**src/pio_pkg.sv**
```systemverilog
// Purpose: Shared constants for the parallel I/O ports block.
// Assumes: Byte addressing on the register port, one 32-bit word per register.
// Notes: Register index times four gives the byte address.

package pio_pkg;

    // ********************************************************
    // Port widths
    // ********************************************************
    localparam int FIRST_W = 7;
    localparam int SECOND_W = 8;
    localparam int THIRD_W = 8;
    localparam int FOURTH_W = 5;
    localparam int ADDR_W = 8;
    localparam int DATA_W = 32;
    localparam int CHAN_W = 3;

    // ********************************************************
    // Register indices and byte addresses
    // ********************************************************
    localparam logic [ADDR_W-1:0] IDX_FIRST_DATA = 8'h00;
    localparam logic [ADDR_W-1:0] IDX_SECOND_DATA = 8'h01;
    localparam logic [ADDR_W-1:0] IDX_THIRD_DATA = 8'h02;
    localparam logic [ADDR_W-1:0] IDX_FOURTH_INPUT = 8'h03;
    localparam logic [ADDR_W-1:0] IDX_FIRST_DIR = 8'h04;
    localparam logic [ADDR_W-1:0] IDX_SECOND_DIR = 8'h05;
    localparam logic [ADDR_W-1:0] IDX_THIRD_DIR = 8'h06;
    localparam logic [ADDR_W-1:0] IDX_INT_STATUS = 8'h08;
    localparam logic [ADDR_W-1:0] IDX_INT_MASK = 8'h09;
    localparam logic [1:0] ADDR_SHIFT = 2'h2;

    // ********************************************************
    // Reset values
    // ********************************************************
    localparam logic [7:0] DIR_RESET = 8'h00;
    localparam logic [7:0] STATUS_RESET = 8'h00;
    localparam logic [7:0] MASK_RESET = 8'h00;
    localparam logic [7:0] EDGE_PREV_RESET = 8'hff;

    // ********************************************************
    // Second port sharing: field masks per peripheral
    // ********************************************************
    localparam logic [SECOND_W-1:0] SHARE_SPI = 8'h0f;
    localparam logic [SECOND_W-1:0] SHARE_PWM = 8'h30;
    localparam logic [SECOND_W-1:0] SHARE_TMR = 8'hc0;

    // Byte address of a register index
    function automatic logic [ADDR_W-1:0] pio_byte_addr(input logic [ADDR_W-1:0] idx);
        pio_byte_addr = idx << ADDR_SHIFT;
    endfunction : pio_byte_addr

endpackage : pio_pkg

```
**src/pio_fall_det.sv**
```systemverilog
// Purpose: Falling edge detector for the third port interrupt inputs.
// Assumes: Pin inputs synchronous to the clock.
// Notes: A pin is a source only while direction and data bits are both 0.
`timescale 1ns/1ps

module pio_fall_det #(
    parameter int W = 8
) (
    input wire logic ref_clk_in,
    input wire logic reset_in,
    input wire logic [W-1:0] pin_in,
    input wire logic [W-1:0] dir_in,
    input wire logic [W-1:0] data_in,
    output logic [W-1:0] enable_out,
    output logic [W-1:0] fall_out
);

    logic [W-1:0] prev_q;

    // Previous pin level, idle high so reset makes no edge
    always_ff @(posedge ref_clk_in) begin
        if (reset_in) begin
            prev_q <= W'(pio_pkg::EDGE_PREV_RESET);
        end else begin
            prev_q <= pin_in;
        end
    end

    // Source qualification and edge only, never level
    always_comb begin
        enable_out = ~dir_in & ~data_in;
        fall_out = prev_q & ~pin_in & enable_out;
    end

endmodule : pio_fall_det

```
**src/pio_port.sv**
```systemverilog
// Purpose: One bidirectional port: data and direction registers, pin drive.
// Assumes: Pin inputs synchronous to the clock.
// Notes: Data register has no reset; direction clears on reset.
`timescale 1ns/1ps

module pio_port #(
    parameter int W = 8
) (
    input wire logic ref_clk_in,
    input wire logic reset_in,
    input wire logic data_we_in,
    input wire logic dir_we_in,
    input wire logic [W-1:0] wdata_in,
    input wire logic [W-1:0] pin_in,
    output logic [W-1:0] data_out,
    output logic [W-1:0] dir_out,
    output logic [W-1:0] read_out
);

    // Data latch, untouched by reset
    always_ff @(posedge ref_clk_in) begin
        if (data_we_in) begin
            data_out <= wdata_in;
        end
    end

    // Direction: 1 drives the pin, 0 listens
    always_ff @(posedge ref_clk_in) begin
        if (reset_in) begin
            dir_out <= W'(pio_pkg::DIR_RESET);
        end else if (dir_we_in) begin
            dir_out <= wdata_in;
        end
    end

    // Outputs read back the latch, inputs read the pin
    always_comb begin
        read_out = (dir_out & data_out) | (~dir_out & pin_in);
    end

endmodule : pio_port

```
**src/pio_top.sv**
```systemverilog
// Purpose: Parallel I/O ports with register port, third port interrupts.
// Assumes: Single clock; pins and bus inputs synchronous to ref_clk_in.
// Notes: Read data appear in the cycle after the read strobe.
//
// How it works
// - A 7-bit bidirectional first port has data at index 0 and direction at index 4.
// - A direction bit of 0 makes the pin an input and 1 makes it an output.
// - An output pin is driven with its data register bit.
// - Reading the data register of an input pin returns the pin level.
// - Reset clears all direction registers and leaves data registers as they were.
// - An 8-bit bidirectional second port has data at index 1 and direction at index 5.
// - Second port bits 5-4 go to the PWMs, 7-6 to the timer and 3-0 to the SPI.
// - An 8-bit bidirectional third port has data at index 2 and direction at index 6.
// - The third port source pin inputs are ANDed into the CPU external interrupt line; other pins count as high.
// - The third port has its own request latch, apart from the interrupt pin.
// - Third port interrupts respond to falling edges only.
// - A third port pin is a source only while its direction and data bits are 0.
// - A third port pin set as output never raises a port interrupt.
// - A 5-bit input-only fourth port at index 3 shares pins with the analog inputs.
// - While the converter runs, its selected fourth port pin reads as 0.
// - An enabled third port falling edge wakes the device from stop mode.
//
// Design decision made here: the address-and-strobe port.
`timescale 1ns/1ps

module pio_top #(
    parameter int FIRST_W = pio_pkg::FIRST_W,
    parameter int SECOND_W = pio_pkg::SECOND_W,
    parameter int THIRD_W = pio_pkg::THIRD_W,
    parameter int FOURTH_W = pio_pkg::FOURTH_W
) (
    input wire logic ref_clk_in,
    input wire logic reset_in,
    // Register port
    input wire logic [pio_pkg::ADDR_W-1:0] addr_in,
    input wire logic [pio_pkg::DATA_W-1:0] wdata_in,
    input wire logic wr_in,
    input wire logic rd_in,
    output logic [pio_pkg::DATA_W-1:0] rdata_out,
    // First port pins
    input wire logic [FIRST_W-1:0] first_pin_in,
    output logic [FIRST_W-1:0] first_pin_out,
    output logic [FIRST_W-1:0] first_pin_oe_out,
    // Second port pins
    input wire logic [SECOND_W-1:0] second_pin_in,
    output logic [SECOND_W-1:0] second_pin_out,
    output logic [SECOND_W-1:0] second_pin_oe_out,
    // Second port sharing with peripherals
    input wire logic spi_en_in,
    input wire logic pwm_en_in,
    input wire logic tmr_en_in,
    input wire logic [SECOND_W-1:0] periph_out_in,
    input wire logic [SECOND_W-1:0] periph_oe_in,
    output logic [SECOND_W-1:0] periph_pin_out,
    // Third port pins
    input wire logic [THIRD_W-1:0] third_pin_in,
    output logic [THIRD_W-1:0] third_pin_out,
    output logic [THIRD_W-1:0] third_pin_oe_out,
    // Fourth port and converter state
    input wire logic [FOURTH_W-1:0] analog_inputs_0_to_4_in,
    input wire logic adc_active_in,
    input wire logic [pio_pkg::CHAN_W-1:0] adc_channel_in,
    // CPU side
    input wire logic stop_mode_in,
    output logic cpu_irq_line_out,
    output logic stop_wake_out,
    output logic irq_out
);

    // ********************************************************
    // Address decode
    // ********************************************************
    // Decoded register selects
    logic hit_first_data;
    logic hit_second_data;
    logic hit_third_data;
    logic hit_fourth_input;
    logic hit_first_dir;
    logic hit_second_dir;
    logic hit_third_dir;
    logic hit_status;
    logic hit_mask;

    // One compare per register byte address
    always_comb begin
        hit_first_data = addr_in == pio_pkg::pio_byte_addr(pio_pkg::IDX_FIRST_DATA);
        hit_second_data = addr_in == pio_pkg::pio_byte_addr(pio_pkg::IDX_SECOND_DATA);
        hit_third_data = addr_in == pio_pkg::pio_byte_addr(pio_pkg::IDX_THIRD_DATA);
        hit_fourth_input = addr_in == pio_pkg::pio_byte_addr(pio_pkg::IDX_FOURTH_INPUT);
        hit_first_dir = addr_in == pio_pkg::pio_byte_addr(pio_pkg::IDX_FIRST_DIR);
        hit_second_dir = addr_in == pio_pkg::pio_byte_addr(pio_pkg::IDX_SECOND_DIR);
        hit_third_dir = addr_in == pio_pkg::pio_byte_addr(pio_pkg::IDX_THIRD_DIR);
        hit_status = addr_in == pio_pkg::pio_byte_addr(pio_pkg::IDX_INT_STATUS);
        hit_mask = addr_in == pio_pkg::pio_byte_addr(pio_pkg::IDX_INT_MASK);
    end

    // ********************************************************
    // First port
    // ********************************************************
    // First port state
    logic [FIRST_W-1:0] first_data;
    logic [FIRST_W-1:0] first_dir;
    logic [FIRST_W-1:0] first_read;

    // Only the low seven write bits reach the port
    pio_port #(
        .W(FIRST_W)
    ) u_first (
        .ref_clk_in(ref_clk_in),
        .reset_in(reset_in),
        .data_we_in(wr_in && hit_first_data),
        .dir_we_in(wr_in && hit_first_dir),
        .wdata_in(wdata_in[FIRST_W-1:0]),
        .pin_in(first_pin_in),
        .data_out(first_data),
        .dir_out(first_dir),
        .read_out(first_read)
    );

    // Registered pin drive
    always_ff @(posedge ref_clk_in) begin
        if (reset_in) begin
            first_pin_out <= '0;
            first_pin_oe_out <= '0;
        end else begin
            first_pin_out <= first_data;
            first_pin_oe_out <= first_dir;
        end
    end

    // ********************************************************
    // Second port
    // ********************************************************
    // Second port state and peripheral hand-over
    logic [SECOND_W-1:0] second_data;
    logic [SECOND_W-1:0] second_dir;
    logic [SECOND_W-1:0] second_read;
    logic [SECOND_W-1:0] share_sel;

    // Second port registers, all eight bits writable
    pio_port #(
        .W(SECOND_W)
    ) u_second (
        .ref_clk_in(ref_clk_in),
        .reset_in(reset_in),
        .data_we_in(wr_in && hit_second_data),
        .dir_we_in(wr_in && hit_second_dir),
        .wdata_in(wdata_in[SECOND_W-1:0]),
        .pin_in(second_pin_in),
        .data_out(second_data),
        .dir_out(second_dir),
        .read_out(second_read)
    );

    // Bits handed to an enabled peripheral
    always_comb begin
        share_sel = ({SECOND_W{spi_en_in}} & SECOND_W'(pio_pkg::SHARE_SPI))
            | ({SECOND_W{pwm_en_in}} & SECOND_W'(pio_pkg::SHARE_PWM))
            | ({SECOND_W{tmr_en_in}} & SECOND_W'(pio_pkg::SHARE_TMR));
    end

    // Peripheral takes the pin where shared, else the port registers
    always_ff @(posedge ref_clk_in) begin
        if (reset_in) begin
            second_pin_out <= '0;
            second_pin_oe_out <= '0;
        end else begin
            second_pin_out <= (share_sel & periph_out_in) | (~share_sel & second_data);
            second_pin_oe_out <= (share_sel & periph_oe_in) | (~share_sel & second_dir);
        end
    end

    // Pin levels returned to the peripherals
    always_ff @(posedge ref_clk_in) begin
        if (reset_in) begin
            periph_pin_out <= '0;
        end else begin
            periph_pin_out <= second_pin_in;
        end
    end

    // ********************************************************
    // Third port
    // ********************************************************
    // Third port state and qualified edges
    logic [THIRD_W-1:0] third_data;
    logic [THIRD_W-1:0] third_dir;
    logic [THIRD_W-1:0] third_read;
    logic [THIRD_W-1:0] third_src_en;
    logic [THIRD_W-1:0] third_fall;

    // Third port registers, also gating the interrupt sources
    pio_port #(
        .W(THIRD_W)
    ) u_third (
        .ref_clk_in(ref_clk_in),
        .reset_in(reset_in),
        .data_we_in(wr_in && hit_third_data),
        .dir_we_in(wr_in && hit_third_dir),
        .wdata_in(wdata_in[THIRD_W-1:0]),
        .pin_in(third_pin_in),
        .data_out(third_data),
        .dir_out(third_dir),
        .read_out(third_read)
    );

    // Registered pin drive
    always_ff @(posedge ref_clk_in) begin
        if (reset_in) begin
            third_pin_out <= '0;
            third_pin_oe_out <= '0;
        end else begin
            third_pin_out <= third_data;
            third_pin_oe_out <= third_dir;
        end
    end

    // Edge qualified by direction and data bits
    pio_fall_det #(
        .W(THIRD_W)
    ) u_fall (
        .ref_clk_in(ref_clk_in),
        .reset_in(reset_in),
        .pin_in(third_pin_in),
        .dir_in(third_dir),
        .data_in(third_data),
        .enable_out(third_src_en),
        .fall_out(third_fall)
    );

    // AND of enabled pins; a disabled pin counts as high
    always_ff @(posedge ref_clk_in) begin
        if (reset_in) begin
            cpu_irq_line_out <= 1'b1;
        end else begin
            cpu_irq_line_out <= &(third_pin_in | ~third_src_en);
        end
    end

    // Wake pulse on an enabled edge while stopped
    always_ff @(posedge ref_clk_in) begin
        if (reset_in) begin
            stop_wake_out <= 1'b0;
        end else begin
            stop_wake_out <= stop_mode_in && (|third_fall);
        end
    end

    // ********************************************************
    // Fourth port
    // ********************************************************
    // Input-only port view and converter channel mask
    logic [FOURTH_W-1:0] fourth_read;
    logic [FOURTH_W-1:0] adc_sel;

    // Selected converter channel reads as zero while active
    always_comb begin
        adc_sel = '0;
        if (adc_active_in && (32'(adc_channel_in) < FOURTH_W)) begin
            adc_sel = FOURTH_W'(1) << adc_channel_in;
        end
        fourth_read = analog_inputs_0_to_4_in & ~adc_sel;
    end

    // ********************************************************
    // Interrupt status and mask
    // ********************************************************
    // Request latch, mask and write-one-to-clear bits
    logic [THIRD_W-1:0] status_q;
    logic [THIRD_W-1:0] mask_q;
    logic [THIRD_W-1:0] status_clr;

    // Clear bits only on a write to the status register
    always_comb begin
        status_clr = (wr_in && hit_status) ? wdata_in[THIRD_W-1:0] : '0;
    end

    // Port request latch, write one to clear, new edge wins
    always_ff @(posedge ref_clk_in) begin
        if (reset_in) begin
            status_q <= THIRD_W'(pio_pkg::STATUS_RESET);
        end else begin
            status_q <= (status_q & ~status_clr) | third_fall;
        end
    end

    // Mask, 1 lets the bit reach irq_out
    always_ff @(posedge ref_clk_in) begin
        if (reset_in) begin
            mask_q <= THIRD_W'(pio_pkg::MASK_RESET);
        end else if (wr_in && hit_mask) begin
            mask_q <= wdata_in[THIRD_W-1:0];
        end
    end

    // Level interrupt from unmasked latched requests
    always_ff @(posedge ref_clk_in) begin
        if (reset_in) begin
            irq_out <= 1'b0;
        end else begin
            irq_out <= |(status_q & mask_q);
        end
    end

    // ********************************************************
    // Read data, one cycle after the strobe
    // ********************************************************
    // Selected register before the output flop
    logic [pio_pkg::DATA_W-1:0] rd_mux;

    // Narrow registers zero-extended; unmapped reads zero
    always_comb begin
        rd_mux = '0;
        if (hit_first_data) begin
            rd_mux = pio_pkg::DATA_W'(first_read);
        end else if (hit_second_data) begin
            rd_mux = pio_pkg::DATA_W'(second_read);
        end else if (hit_third_data) begin
            rd_mux = pio_pkg::DATA_W'(third_read);
        end else if (hit_fourth_input) begin
            rd_mux = pio_pkg::DATA_W'(fourth_read);
        end else if (hit_first_dir) begin
            rd_mux = pio_pkg::DATA_W'(first_dir);
        end else if (hit_second_dir) begin
            rd_mux = pio_pkg::DATA_W'(second_dir);
        end else if (hit_third_dir) begin
            rd_mux = pio_pkg::DATA_W'(third_dir);
        end else if (hit_status) begin
            rd_mux = pio_pkg::DATA_W'(status_q);
        end else if (hit_mask) begin
            rd_mux = pio_pkg::DATA_W'(mask_q);
        end
    end

    // Data stand only in the cycle after a read
    always_ff @(posedge ref_clk_in) begin
        if (reset_in) begin
            rdata_out <= '0;
        end else if (rd_in) begin
            rdata_out <= rd_mux;
        end else begin
            rdata_out <= '0;
        end
    end

endmodule : pio_top

```
**config.mk**
```make
export PLATFORM = sky130hd
export DESIGN_NAME = pio_top
export DESIGN_NICKNAME = d
export VERILOG_FILES = /design/src/pio_pkg.sv /design/src/pio_fall_det.sv /design/src/pio_port.sv /design/src/pio_top.sv
export SDC_FILE = /design/constraint.sdc
export NUM_CORES = 1
export LEC_CHECK = 0
export BUFFER_PORTS_ARGS = -buffer_cell sky130_fd_sc_hd__clkbuf_2
export CORE_MARGIN = 10
export CORE_UTILIZATION = 51
export DETAILED_ROUTE_END_ITERATION = 16
export PLACE_DENSITY = 0.8
export SLEW_MARGIN = 30
export SYNTH_ARGS = -nofsm -noshare
export SYNTH_HDL_FRONTEND = slang
export SYNTH_HIERARCHICAL = 1
export SYNTH_SLANG_ARGS = --single-unit
export TNS_END_PERCENT = 20
```
**constraint.sdc**
```tcl
create_clock -name ref_clk_in -period 2.2 [get_ports ref_clk_in]
set_input_delay 0.22 -clock ref_clk_in [delete_from_list [all_inputs] [get_ports ref_clk_in]]
set_output_delay 0.22 -clock ref_clk_in [all_outputs]
set_load 0.01 [all_outputs]
```
==> flow_summary.yaml, run 1 <==
global_routing:
  grt_overflow: 0
  first_global_vias: 5113
  grt_pass1_wl_um: 28700
  grt_max_degree: 93
  antenna_found_initial: 1
  grt_use_total_pct: 23.1
synthesis:
  synth.most_common_cell: "dfxtp_1"
  syn_inst: 557
  ys_top_cells_by_area: "dfxtp_1 (40%), edfxtp_1 (12%), mux2i_1 (8.3%)"
  ys.flop_type: "dfxtp_1"
  synth_commonest_cells: "dfxtp_1 (112), nor2_1 (64), mux2i_1 (47)"
  syn_area_per_cell_um2: 10.2
  ys_ff_latch: 135
  async_flop_share_pct: 0
  synth_edf_count: 23
  yosysWarnings: 6
  yosysUniqueCellTypes: 47
  synth_area_um2: 5680
  yosysSeqAreaShare_pct: 51.7
  yosysTopAreaCell: "dfxtp_1"
  yosysTopAreaCellShare_pct: 39.5
worst_setup_path:
  regToRegSetupSlack_ns: 0.66
  endpoint: "rdata_out[3]"
  reg2reg_from: "u_second/dir_out[3]"
  worst-path-stages: 4
  worstPathCellList: "mux2_2 -> a22oi_1 -> o22ai_1 -> a31o_1"
  crit_path_start_kind: "register"
  rr_endpoint: "rdata_out[3]"
  cp_num_buf_inv: 0
  crit_start: "u_second/dir_out[3]"
  cp_slowest_cell: "dfxtp_1"
  crit_type: "reg2reg"
  path_delay_family: "flip-flops"
  end_kind: "register"
  cp_data_arrival_time_ns: 1.95
  cpPeakStageDelay_ns: 0.52
  reg2regPathDepth: 4
  cp_max_fo: 5
  cp.required_ns: 2.61
power_and_ir_drop:
  leakage_nw: 3.06
  swShare_pct: 22.5
  power.share.sequential_pct: 43.4
  switchingPower_w: 0.00134
  clkPwrFrac_pct: 48.5
  powerDensity_nw_per_um2: 807
  intPower_w: 0.00461
  p_comb_share_pct: 8.1
  ir_drop_v: 0.000414
final_layout:
  drive_above_1_share_pct: 29.7
  seq_area_um2: 2930
  final_net_count: 831
  n_fill_cell: 806
  area_growth_pct: 29.8
  stdcell_count: 889
  utilization_pct: 67.7
  multi_input_area_um2: 2470
floorplan:
  die_h_um: 125
  io_pins: 185
  std_cell_rows: 38
  die_area_um2: 15700
  core_um2: 10900
  start_util_pct: 52.1
  die_w_um: 125
timing:
  rsz0062_at_grt: "no"
  fin_ws_ns: 0.658
  maxSlewViolCount: 0
  skew_ns: 0.00556
  finalSetupTns_ns: 0
  relSlewSlack_pct: 39.7
  setup_violations: 0
  period_minus_slack_ns: 1.54
  period_share_pct: 70.1
  hold_viol_final: 0
  worst_slew_pin_slew_ns: 0.905
  fmax_mhz: 649
  timing.hold.ws_ns: 0.0379
place:
  io_buffer_count: 136
  dp.cells: 822
  pre_cts_ws_ns: 0.377
  dp_hpwl_um: 13000
  place.gp.congestion: 0.933
drt:
  first_iter_violations: 612
  viasPerCell: 5.55
  drt_pass1_iterations: 5
  drtAntennaViolNets: 0
  drc: 0
  wire_per_inst_um: 21.0
  routed_wl_um: 18600
  vias: 4937
cts:
  h-tree-depth: 4
  cts_buffer_depth: 2
  clk_pin_slew_ns: 0.06
  clock_sinks: 135
  cts_inserted_buffers: 17
  cts_root_buf: "clkbuf_8"
  post_cts_buffers: 0
  cts_tree: "built"
  insertion_delay_ns: 0.53
run_status:
  status: "finished, final reports clean"
hold_path:
  hp-class: "in2reg"
job:
  drv_cap: 0
==> how the worst min path moves through the flow <==
stage | from | endpoint | slack, ns | cells past startpoint
2_1_floorplan | reset_in | u_first/dir_out[0] | 0.29 | 1
3_3_place_gp | mask_q[1] | mask_q[1] | 0.45 | 2
3_5_place_dp | second_pin_in[2] | periph_pin_out[2] | 0.45 | 2
4_1_cts | rd_in | rdata_out[7] | 0.02 | 3
5_1_grt | rd_in | rdata_out[7] | 0.05 | 3
6_report | rd_in | rdata_out[7] | 0.04 | 3
==> per-stage QoR <==
step           total power [W]  cell area (µm²)
3_3_place_gp           0.00304             6420
3_5_place_dp           0.00305             6420
4_1_cts                0.00595             7360
2_1_floorplan          0.00287             5760
6_report               0.00595             7370
5_1_grt                0.00609             7370
==> worst reg2reg max path, stage by stage (launching register included) <==
cell and delay [ns]:
dfxtp_1 0.52, mux2_2 0.39, a22oi_1 0.18, o22ai_1 0.10, a31o_1 0.23
==> routing by layer <==
metal  up-vias  wire length, µm  GRT usage (%)
li1       2259                -              -
met1      2324             6950           26.6
met2       300             9370           39.8
met3        54             1680           5.75
met4         0              621           9.69
met5         -                0              0
==> kinds of logic after synthesis <==
| logic type | count (synthesis) | share of synthesized area (%) |
|---|---|---|
| buf+inv | 62 | 6.30 |
| simple gates | 196 | 18.9 |
| other cells | 1 | 0.0661 |
| compound gates | 93 | 10.2 |
| flops | 135 | 51.7 |
| mux | 70 | 12.9 |
==> layout make-up <==
cell class / count / share of cell area (%)
flip-flops and latches: 135 / 39.8
multi-input cells: 383 / 33.5
repair buffers: 186 / 15.5
clock buffers: 24 / 6.54
well taps: 140 / 2.38
clock inverters: 8 / 1.60
inverters: 12 / 0.611
diodes: 1 / 0.0340
==> registers in the layout, summed over array words and instances, names as in the netlist <==
name,flops
mask_q,8
periph_pin_out,8
rdata_out,8
second_pin_oe_out,8
second_pin_out,8
status_q,8
third_pin_oe_out,8
third_pin_out,8
u_fall/prev_q,8
u_second/data_out,8
u_second/dir_out,8
u_third/data_out,8
u_third/dir_out,8
first_pin_oe_out,7
first_pin_out,7
u_first/data_out,7
u_first/dir_out,7
cpu_irq_line_out,1
irq_out,1
stop_wake_out,1
==> timing repair <==
action                    CTS  global route
hold buffers               34             0
resized for setup           0             0
hold endpoints to repair   35             0
==> cell usage in the layout (no fill, tap or decap), types with 2 or more instances in the layout <==
cell type        n
clkbuf_8         3
a21boi_0         2
dlygate4sd3_1   34
o21ai_0         11
nor4_1           3
nor4b_2          9
nor2_1          64
nand3_1          2
or2_1            8
nor3_1           5
o31ai_1          2
clkbuf_16       17
edfxtp_1        23
clkinv_2         3
inv_1           11
nor2b_1         40
o22ai_1         24
dfxtp_1        112
bufinv_16        3
or2_2            3
nand2_1         43
clkbuf_1         4
and3_1           6
buf_4           16
clkinv_1         2
nor2_4           2
a22oi_1         12
mux2_2          23
clkbuf_2       135
mux2i_1         47
nand2b_1         5
a21oi_1         31
conb_1          24
==> power groups by stage <==
stage               Combinational, W  Sequential (W)  Clock, W
CTS                         0.000469         0.00258   0.00290
floorplan                   0.000229         0.00264         0
finish                      0.000482         0.00258   0.00288
global route                0.000515         0.00258   0.00299
global placement            0.000409         0.00263         0
detailed placement          0.000415         0.00263         0
No activity file was read; power rests on OpenSTA's default activity.
==> run 2: changes to the inputs <==
clock period = 1.6 ns   (was 2.2 ns; I/O delays follow)
==> run 2 against run 1 <==
  * Flip-flop and latch count did not move
  * Final area rose by 3.7%
  * Setup slack got worse by 0.48 ns
  * Global-route usage rose by 0.50 points
  * Clock skew rose by 0.0054 ns
  * Critical path depth rose by 2
  * Largest cell class unchanged
  * Highest routed layer unchanged
==> flow_summary.yaml, run 2 (same netlist as run 1, synthesis figures left out) <==
final_layout:
  n_fill_cell: 791
  final_net_count: 862
  final_common_cell: "clkbuf_2"
  drive_above_1_share_pct: 32.3
  final_cell_mix: "clkbuf_2 (135), dfxtp_1 (112), nor2_1 (64), mux2i_1 (47), nand2_1 (43)"
  multi_input_area_um2: 2480
  area_growth_pct: 34.6
  seq_area_um2: 2930
cts:
  clk_pin_slew_ns: 0.06
  cts_tree: "built"
  insertion_delay_ns: 0.54
  clock_sinks: 135
  h-tree-depth: 4
  cts_buffer_depth: 2
  cts_inserted_buffers: 17
  cts_resized: 0
  cts_root_buf: "clkbuf_8"
global_routing:
  grt_pass1_wl_um: 29100
  first_global_vias: 5288
  grt_max_degree: 102
  grt_use_total_pct: 23.6
  antenna_found_initial: 1
  grt_overflow: 0
floorplan:
  core_um2: 10900
  die_area_um2: 15700
  die_w_um: 125
  start_util_pct: 52.1
  die_h_um: 125
  std_cell_rows: 38
  io_pins: 185
drt:
  wl_met1_um: 7470
  first_iter_violations: 538
  drtAntennaViolNets: 0
  drc: 0
  wl_met2_um: 9240
  wire_per_inst_um: 20.7
  vias: 5055
  routed_wl_um: 19000
  wl_met3_um: 1550
  top_layer: "met4"
  drt_pass1_iterations: 5
  viasPerCell: 5.49
worst_setup_path:
  crit_start: "u_first/dir_out[2]"
  cp_data_arrival_time_ns: 1.84
  regToRegSetupSlack_ns: 0.17
  cp_max_fo: 4
  crit_path_start_kind: "register"
  end_kind: "register"
  reg2reg_from: "u_first/dir_out[2]"
  endpoint: "rdata_out[2]"
  crit_type: "reg2reg"
  rr_endpoint: "rdata_out[2]"
  cp.required_ns: 2.01
  reg2regPathDepth: 6
timing:
  relSlewSlack_pct: 63.7
  period_share_pct: 89.1
  period_minus_slack_ns: 1.43
  rsz0062_at_grt: "no"
  fmax_mhz: 702
  hold_viol_final: 0
  worst_slew_pin_slew_ns: 0.543
  skew_ns: 0.0110
  finalSetupTns_ns: 0
  maxSlewViolCount: 0
  setup_violations: 0
place:
  place.gp.congestion: 0.916
  io_buffer_count: 136
  dp_hpwl_um: 13400
power_and_ir_drop:
  p_total_w: 0.00808
  ir_drop_v: 0.000674
  powerDensity_nw_per_um2: 1060
  leakage_nw: 3.20
hold_path:
  hp-start: "wdata_in[6]"
  hp-class: "in2reg"
job:
  drv_cap: 0
run_status:
  status: "finished, final reports clean"
run 2: worst min path at each step:
stage,endpoint,cells after the start
final,u_third/data_out[6],1
after global routing,u_third/data_out[6],1
after CTS,second_pin_oe_out[7],3
after detailed placement,second_pin_oe_out[6],3
after global placement,periph_pin_out[3],2
after floorplan,u_first/dir_out[0],1
run 2: area by class of cell:
class	instances	share of cell area, %
clock buffers	20	5.98
multi-input cells	383	32.4
well taps	140	2.29
diodes	2	0.0655
clock inverters	12	1.62
inverters	12	0.589
flip-flops and latches	135	38.4
repair buffers	217	18.7
run 2: worst max-delay path, cell delays in order, from the launching register on:
cell     delay (ns)
dfxtp_1        0.40
mux2_2         0.40
nor2b_1        0.14
o22ai_1        0.14
nand2_1        0.07
nand2_1        0.07
o22ai_1        0.08
run 2: per-stage QoR:
stage                     setup WS [ns]  instance area (µm²)  utilization (%)  hold slack (ns)  std cells
after floorplan                  0.0208                 5770                -            0.232        580
after CTS                         0.187                 7640             70.1           0.0111        919
after global placement          -0.0557                 6660             61.1            0.393        847
after detailed placement         -0.110                 6660             61.1            0.405        847
after global routing             0.0751                 7640             70.2          0.00334        920
final                             0.175                 7640             70.2           0.0191        921
run 2: per-layer routing:
metal,vias up,global-route usage [%]
met5,-,0
li1,2320,-
met4,0,12.7
met2,288,38.6
met3,58,6.97
met1,2389,27.1
run 2: timing repair:
action / CTS / global route
setup buffers: 0 / 0
hold buffers: 40 / 0
hold endpoints to repair: 41 / 0
run 2: power by group:
group          total, W  leakage (nW)  internal [W]  switching [W]
registers       0.00355          1.12       0.00352      0.0000279
clock network   0.00384         0.278       0.00234        0.00150
logic          0.000697          1.80      0.000306       0.000391
==> run 3: changes to the inputs <==
BUFFER_PORTS_ARGS = not set   (was -buffer_cell sky130_fd_sc_hd__clkbuf_2)
CELL_PAD_IN_SITES_DETAIL_PLACEMENT = 1   (was not set)
CELL_PAD_IN_SITES_GLOBAL_PLACEMENT = 1   (was not set)
CORE_UTILIZATION = 47   (was 51)
DONT_BUFFER_PORTS = 1   (was not set)
PLACE_DENSITY = not set   (was 0.8)
PLACE_DENSITY_LB_ADDON = 0.1   (was not set)
==> run 3 against run 2 <==
  * Global-route usage down 0.53 points
  * Cell count down 12%
  * Final area down 5.6%
  * Fmax down 7.6%
  * Wire length up 1.6%
  * Sequential power about the same
  * Critical endpoint is now status_q[0]
  * Highest routed layer unchanged
==> flow_summary.yaml, run 3 (same netlist as run 1, synthesis figures left out) <==
run_status:
  status: "finished, final reports clean"
worst_setup_path:
  cp_max_fo: 5
  cp.required_ns: 1.96
  crit_type: "reg2reg"
  worstPathCellList: "buf_4 -> nor4b_4 -> a21oi_1 -> nor2_1 -> dlygate4sd3_1"
  cpPeakStageDelay_ns: 0.55
  cp_data_arrival_time_ns: 1.90
  cp_slowest_cell: "dlygate4sd3_1"
  reg2reg_from: "u_third/dir_out[0]"
  reg2regPathDepth: 5
  rr_endpoint: "status_q[0]"
  crit_path_start_kind: "register"
  end_kind: "register"
  regToRegSetupSlack_ns: 0.06
timing:
  fin_ws_ns: 0.0576
  period_share_pct: 96.4
  skew_ns: 0.00631
  hold_viol_final: 0
  maxSlewViolCount: 0
  setup_violations: 0
  fmax_mhz: 648
  timing.hold.ws_ns: 0.0271
  period_minus_slack_ns: 1.54
  rsz0062_at_grt: "no"
place:
  place.gp.congestion: 0.876
  dp_hpwl_um: 13100
  io_buffer_count: 0
  dp.cells: 707
  place_area_um2: 5870
  pre_cts_ws_ns: -0.0341
job:
  drv_cap: 0
drt:
  drtAntennaViolNets: 0
  wire_per_inst_um: 23.8
  drc: 0
  routed_wl_um: 19300
  vias: 4523
  viasPerCell: 5.58
  drt_pass1_iterations: 4
  first_iter_violations: 311
power_and_ir_drop:
  p_comb_share_pct: 6.0
  ir_drop_v: 0.000664
  intPower_w: 0.00626
  leakage_nw: 2.77
  clkPwrFrac_pct: 49.0
  switchingPower_w: 0.00170
  powerDensity_nw_per_um2: 1100
  power.share.sequential_pct: 45.0
  p_total_w: 0.00796
  swShare_pct: 21.3
floorplan:
  die_w_um: 130
  die_h_um: 130
  core_um2: 11900
  start_util_pct: 47.6
  die_area_um2: 16900
  io_pins: 185
  std_cell_rows: 40
cts:
  cts_inserted_buffers: 17
  cts_tree: "built"
  insertion_delay_ns: 0.42
  cts_buffer_depth: 2
  clock_sinks: 135
  clk_pin_slew_ns: 0.06
  cts_root_buf: "clkbuf_16"
  h-tree-depth: 4
hold_path:
  whs_path_depth: 3
  hp-class: "in2reg"
  hp-start: "third_pin_in[1]"
  hold_end: "status_q[1]"
final_layout:
  final_common_cell: "dfxtp_1"
  n_fill_cell: 1276
  fin_area_um2: 7210
  final_net_count: 747
  area_growth_pct: 27.1
  stdcell_count: 811
  final_cell_mix: "dfxtp_1 (112), dlygate4sd3_1 (70), nor2_1 (64), mux2i_1 (47), nand2_1 (43)"
  diodes: 0
  drive_above_1_share_pct: 16.0
global_routing:
  antenna_found_initial: 0
  grt_use_total_pct: 23.0
  grt_pass1_wl_um: 29200
  grt_overflow: 0
  grt_max_degree: 76
  first_global_vias: 4823
run 3: cell count changes in the layout (fill, tap and decap cells not counted), sizes merged:
cell	before	now
clkbuf	155	25
diode	2	0
buf	42	32
dlygate4sd3	40	70
clkinv	6	5
clkinvlp	4	0
run 3: layout make-up:
| cell class | count | area, µm² | share of cell area (%) |
|---|---|---|---|
| well taps | 147 | 184 | 2.55 |
| inverters | 12 | 45.0 | 0.624 |
| clock buffers | 25 | 507 | 7.03 |
| repair buffers | 102 | 961 | 13.3 |
| multi-input cells | 383 | 2490 | 34.6 |
| flip-flops and latches | 135 | 2930 | 40.7 |
| clock inverters | 7 | 90.1 | 1.25 |
run 3: through the flow:
| step | setup TNS, ns | utilization [%] |
|---|---|---|
| CTS | 0 | 60.4 |
| global placement | 0 | 49.3 |
| floorplan | 0 | - |
| finish | 0 | 60.6 |
| global route | 0 | 60.6 |
| detailed placement | -0.0341 | 49.3 |
run 3: how the worst max path moves through the flow:
stage / startpoint / end / slack [ns] / cells past startpoint
global placement: addr_in[7] / u_first/dir_out[3] / 0.05 / 5
CTS: addr_in[3] / u_third/dir_out[6] / 0.01 / 7
detailed placement: addr_in[7] / u_first/dir_out[6] / -0.03 / 5
finish: u_third/dir_out[0] / status_q[0] / 0.06 / 5
floorplan: addr_in[7] / u_third/data_out[0] / 0.02 / 2
global route: u_third/data_out[0] / status_q[0] / 0.01 / 4
run 3: layer usage:
metal	up-vias	share of wire, %	global-route usage [%]
met3	22	8.7	7.38
met4	0	1.4	6.15
met1	2234	41	27.8
met5	-	0	0
li1	2090	-	-
met2	177	49	38.7
run 3: critical path: cells and delay by family, from the launching register on:
kind	cells	cell delay, ns
compound gates	1	0.07
buf+inv	2	0.71
simple gates	2	0.41
flops	1	0.31
run 3: timing repair:
| item | 4_1_cts | 5_1_grt |
|---|---|---|
| setup buffers | 0 | 1 |
| hold endpoints to repair | 128 | 0 |
| endpoints found under the setup margin | 0 | 3 |
| hold buffers | 71 | 0 |
| gates resized for setup | 0 | 2 |
run 3: power by group through the flow:
| stage | Sequential (W) | Clock, W | Combinational, W |
|---|---|---|---|
| floorplan | 0.00364 | 0 | 0.000315 |
| global placement | 0.00365 | 0 | 0.000279 |
| detailed placement | 0.00365 | 0 | 0.000285 |
| CTS | 0.00358 | 0.00394 | 0.000468 |
| global route | 0.00359 | 0.00413 | 0.000521 |
| finish | 0.00358 | 0.00390 | 0.000479 |
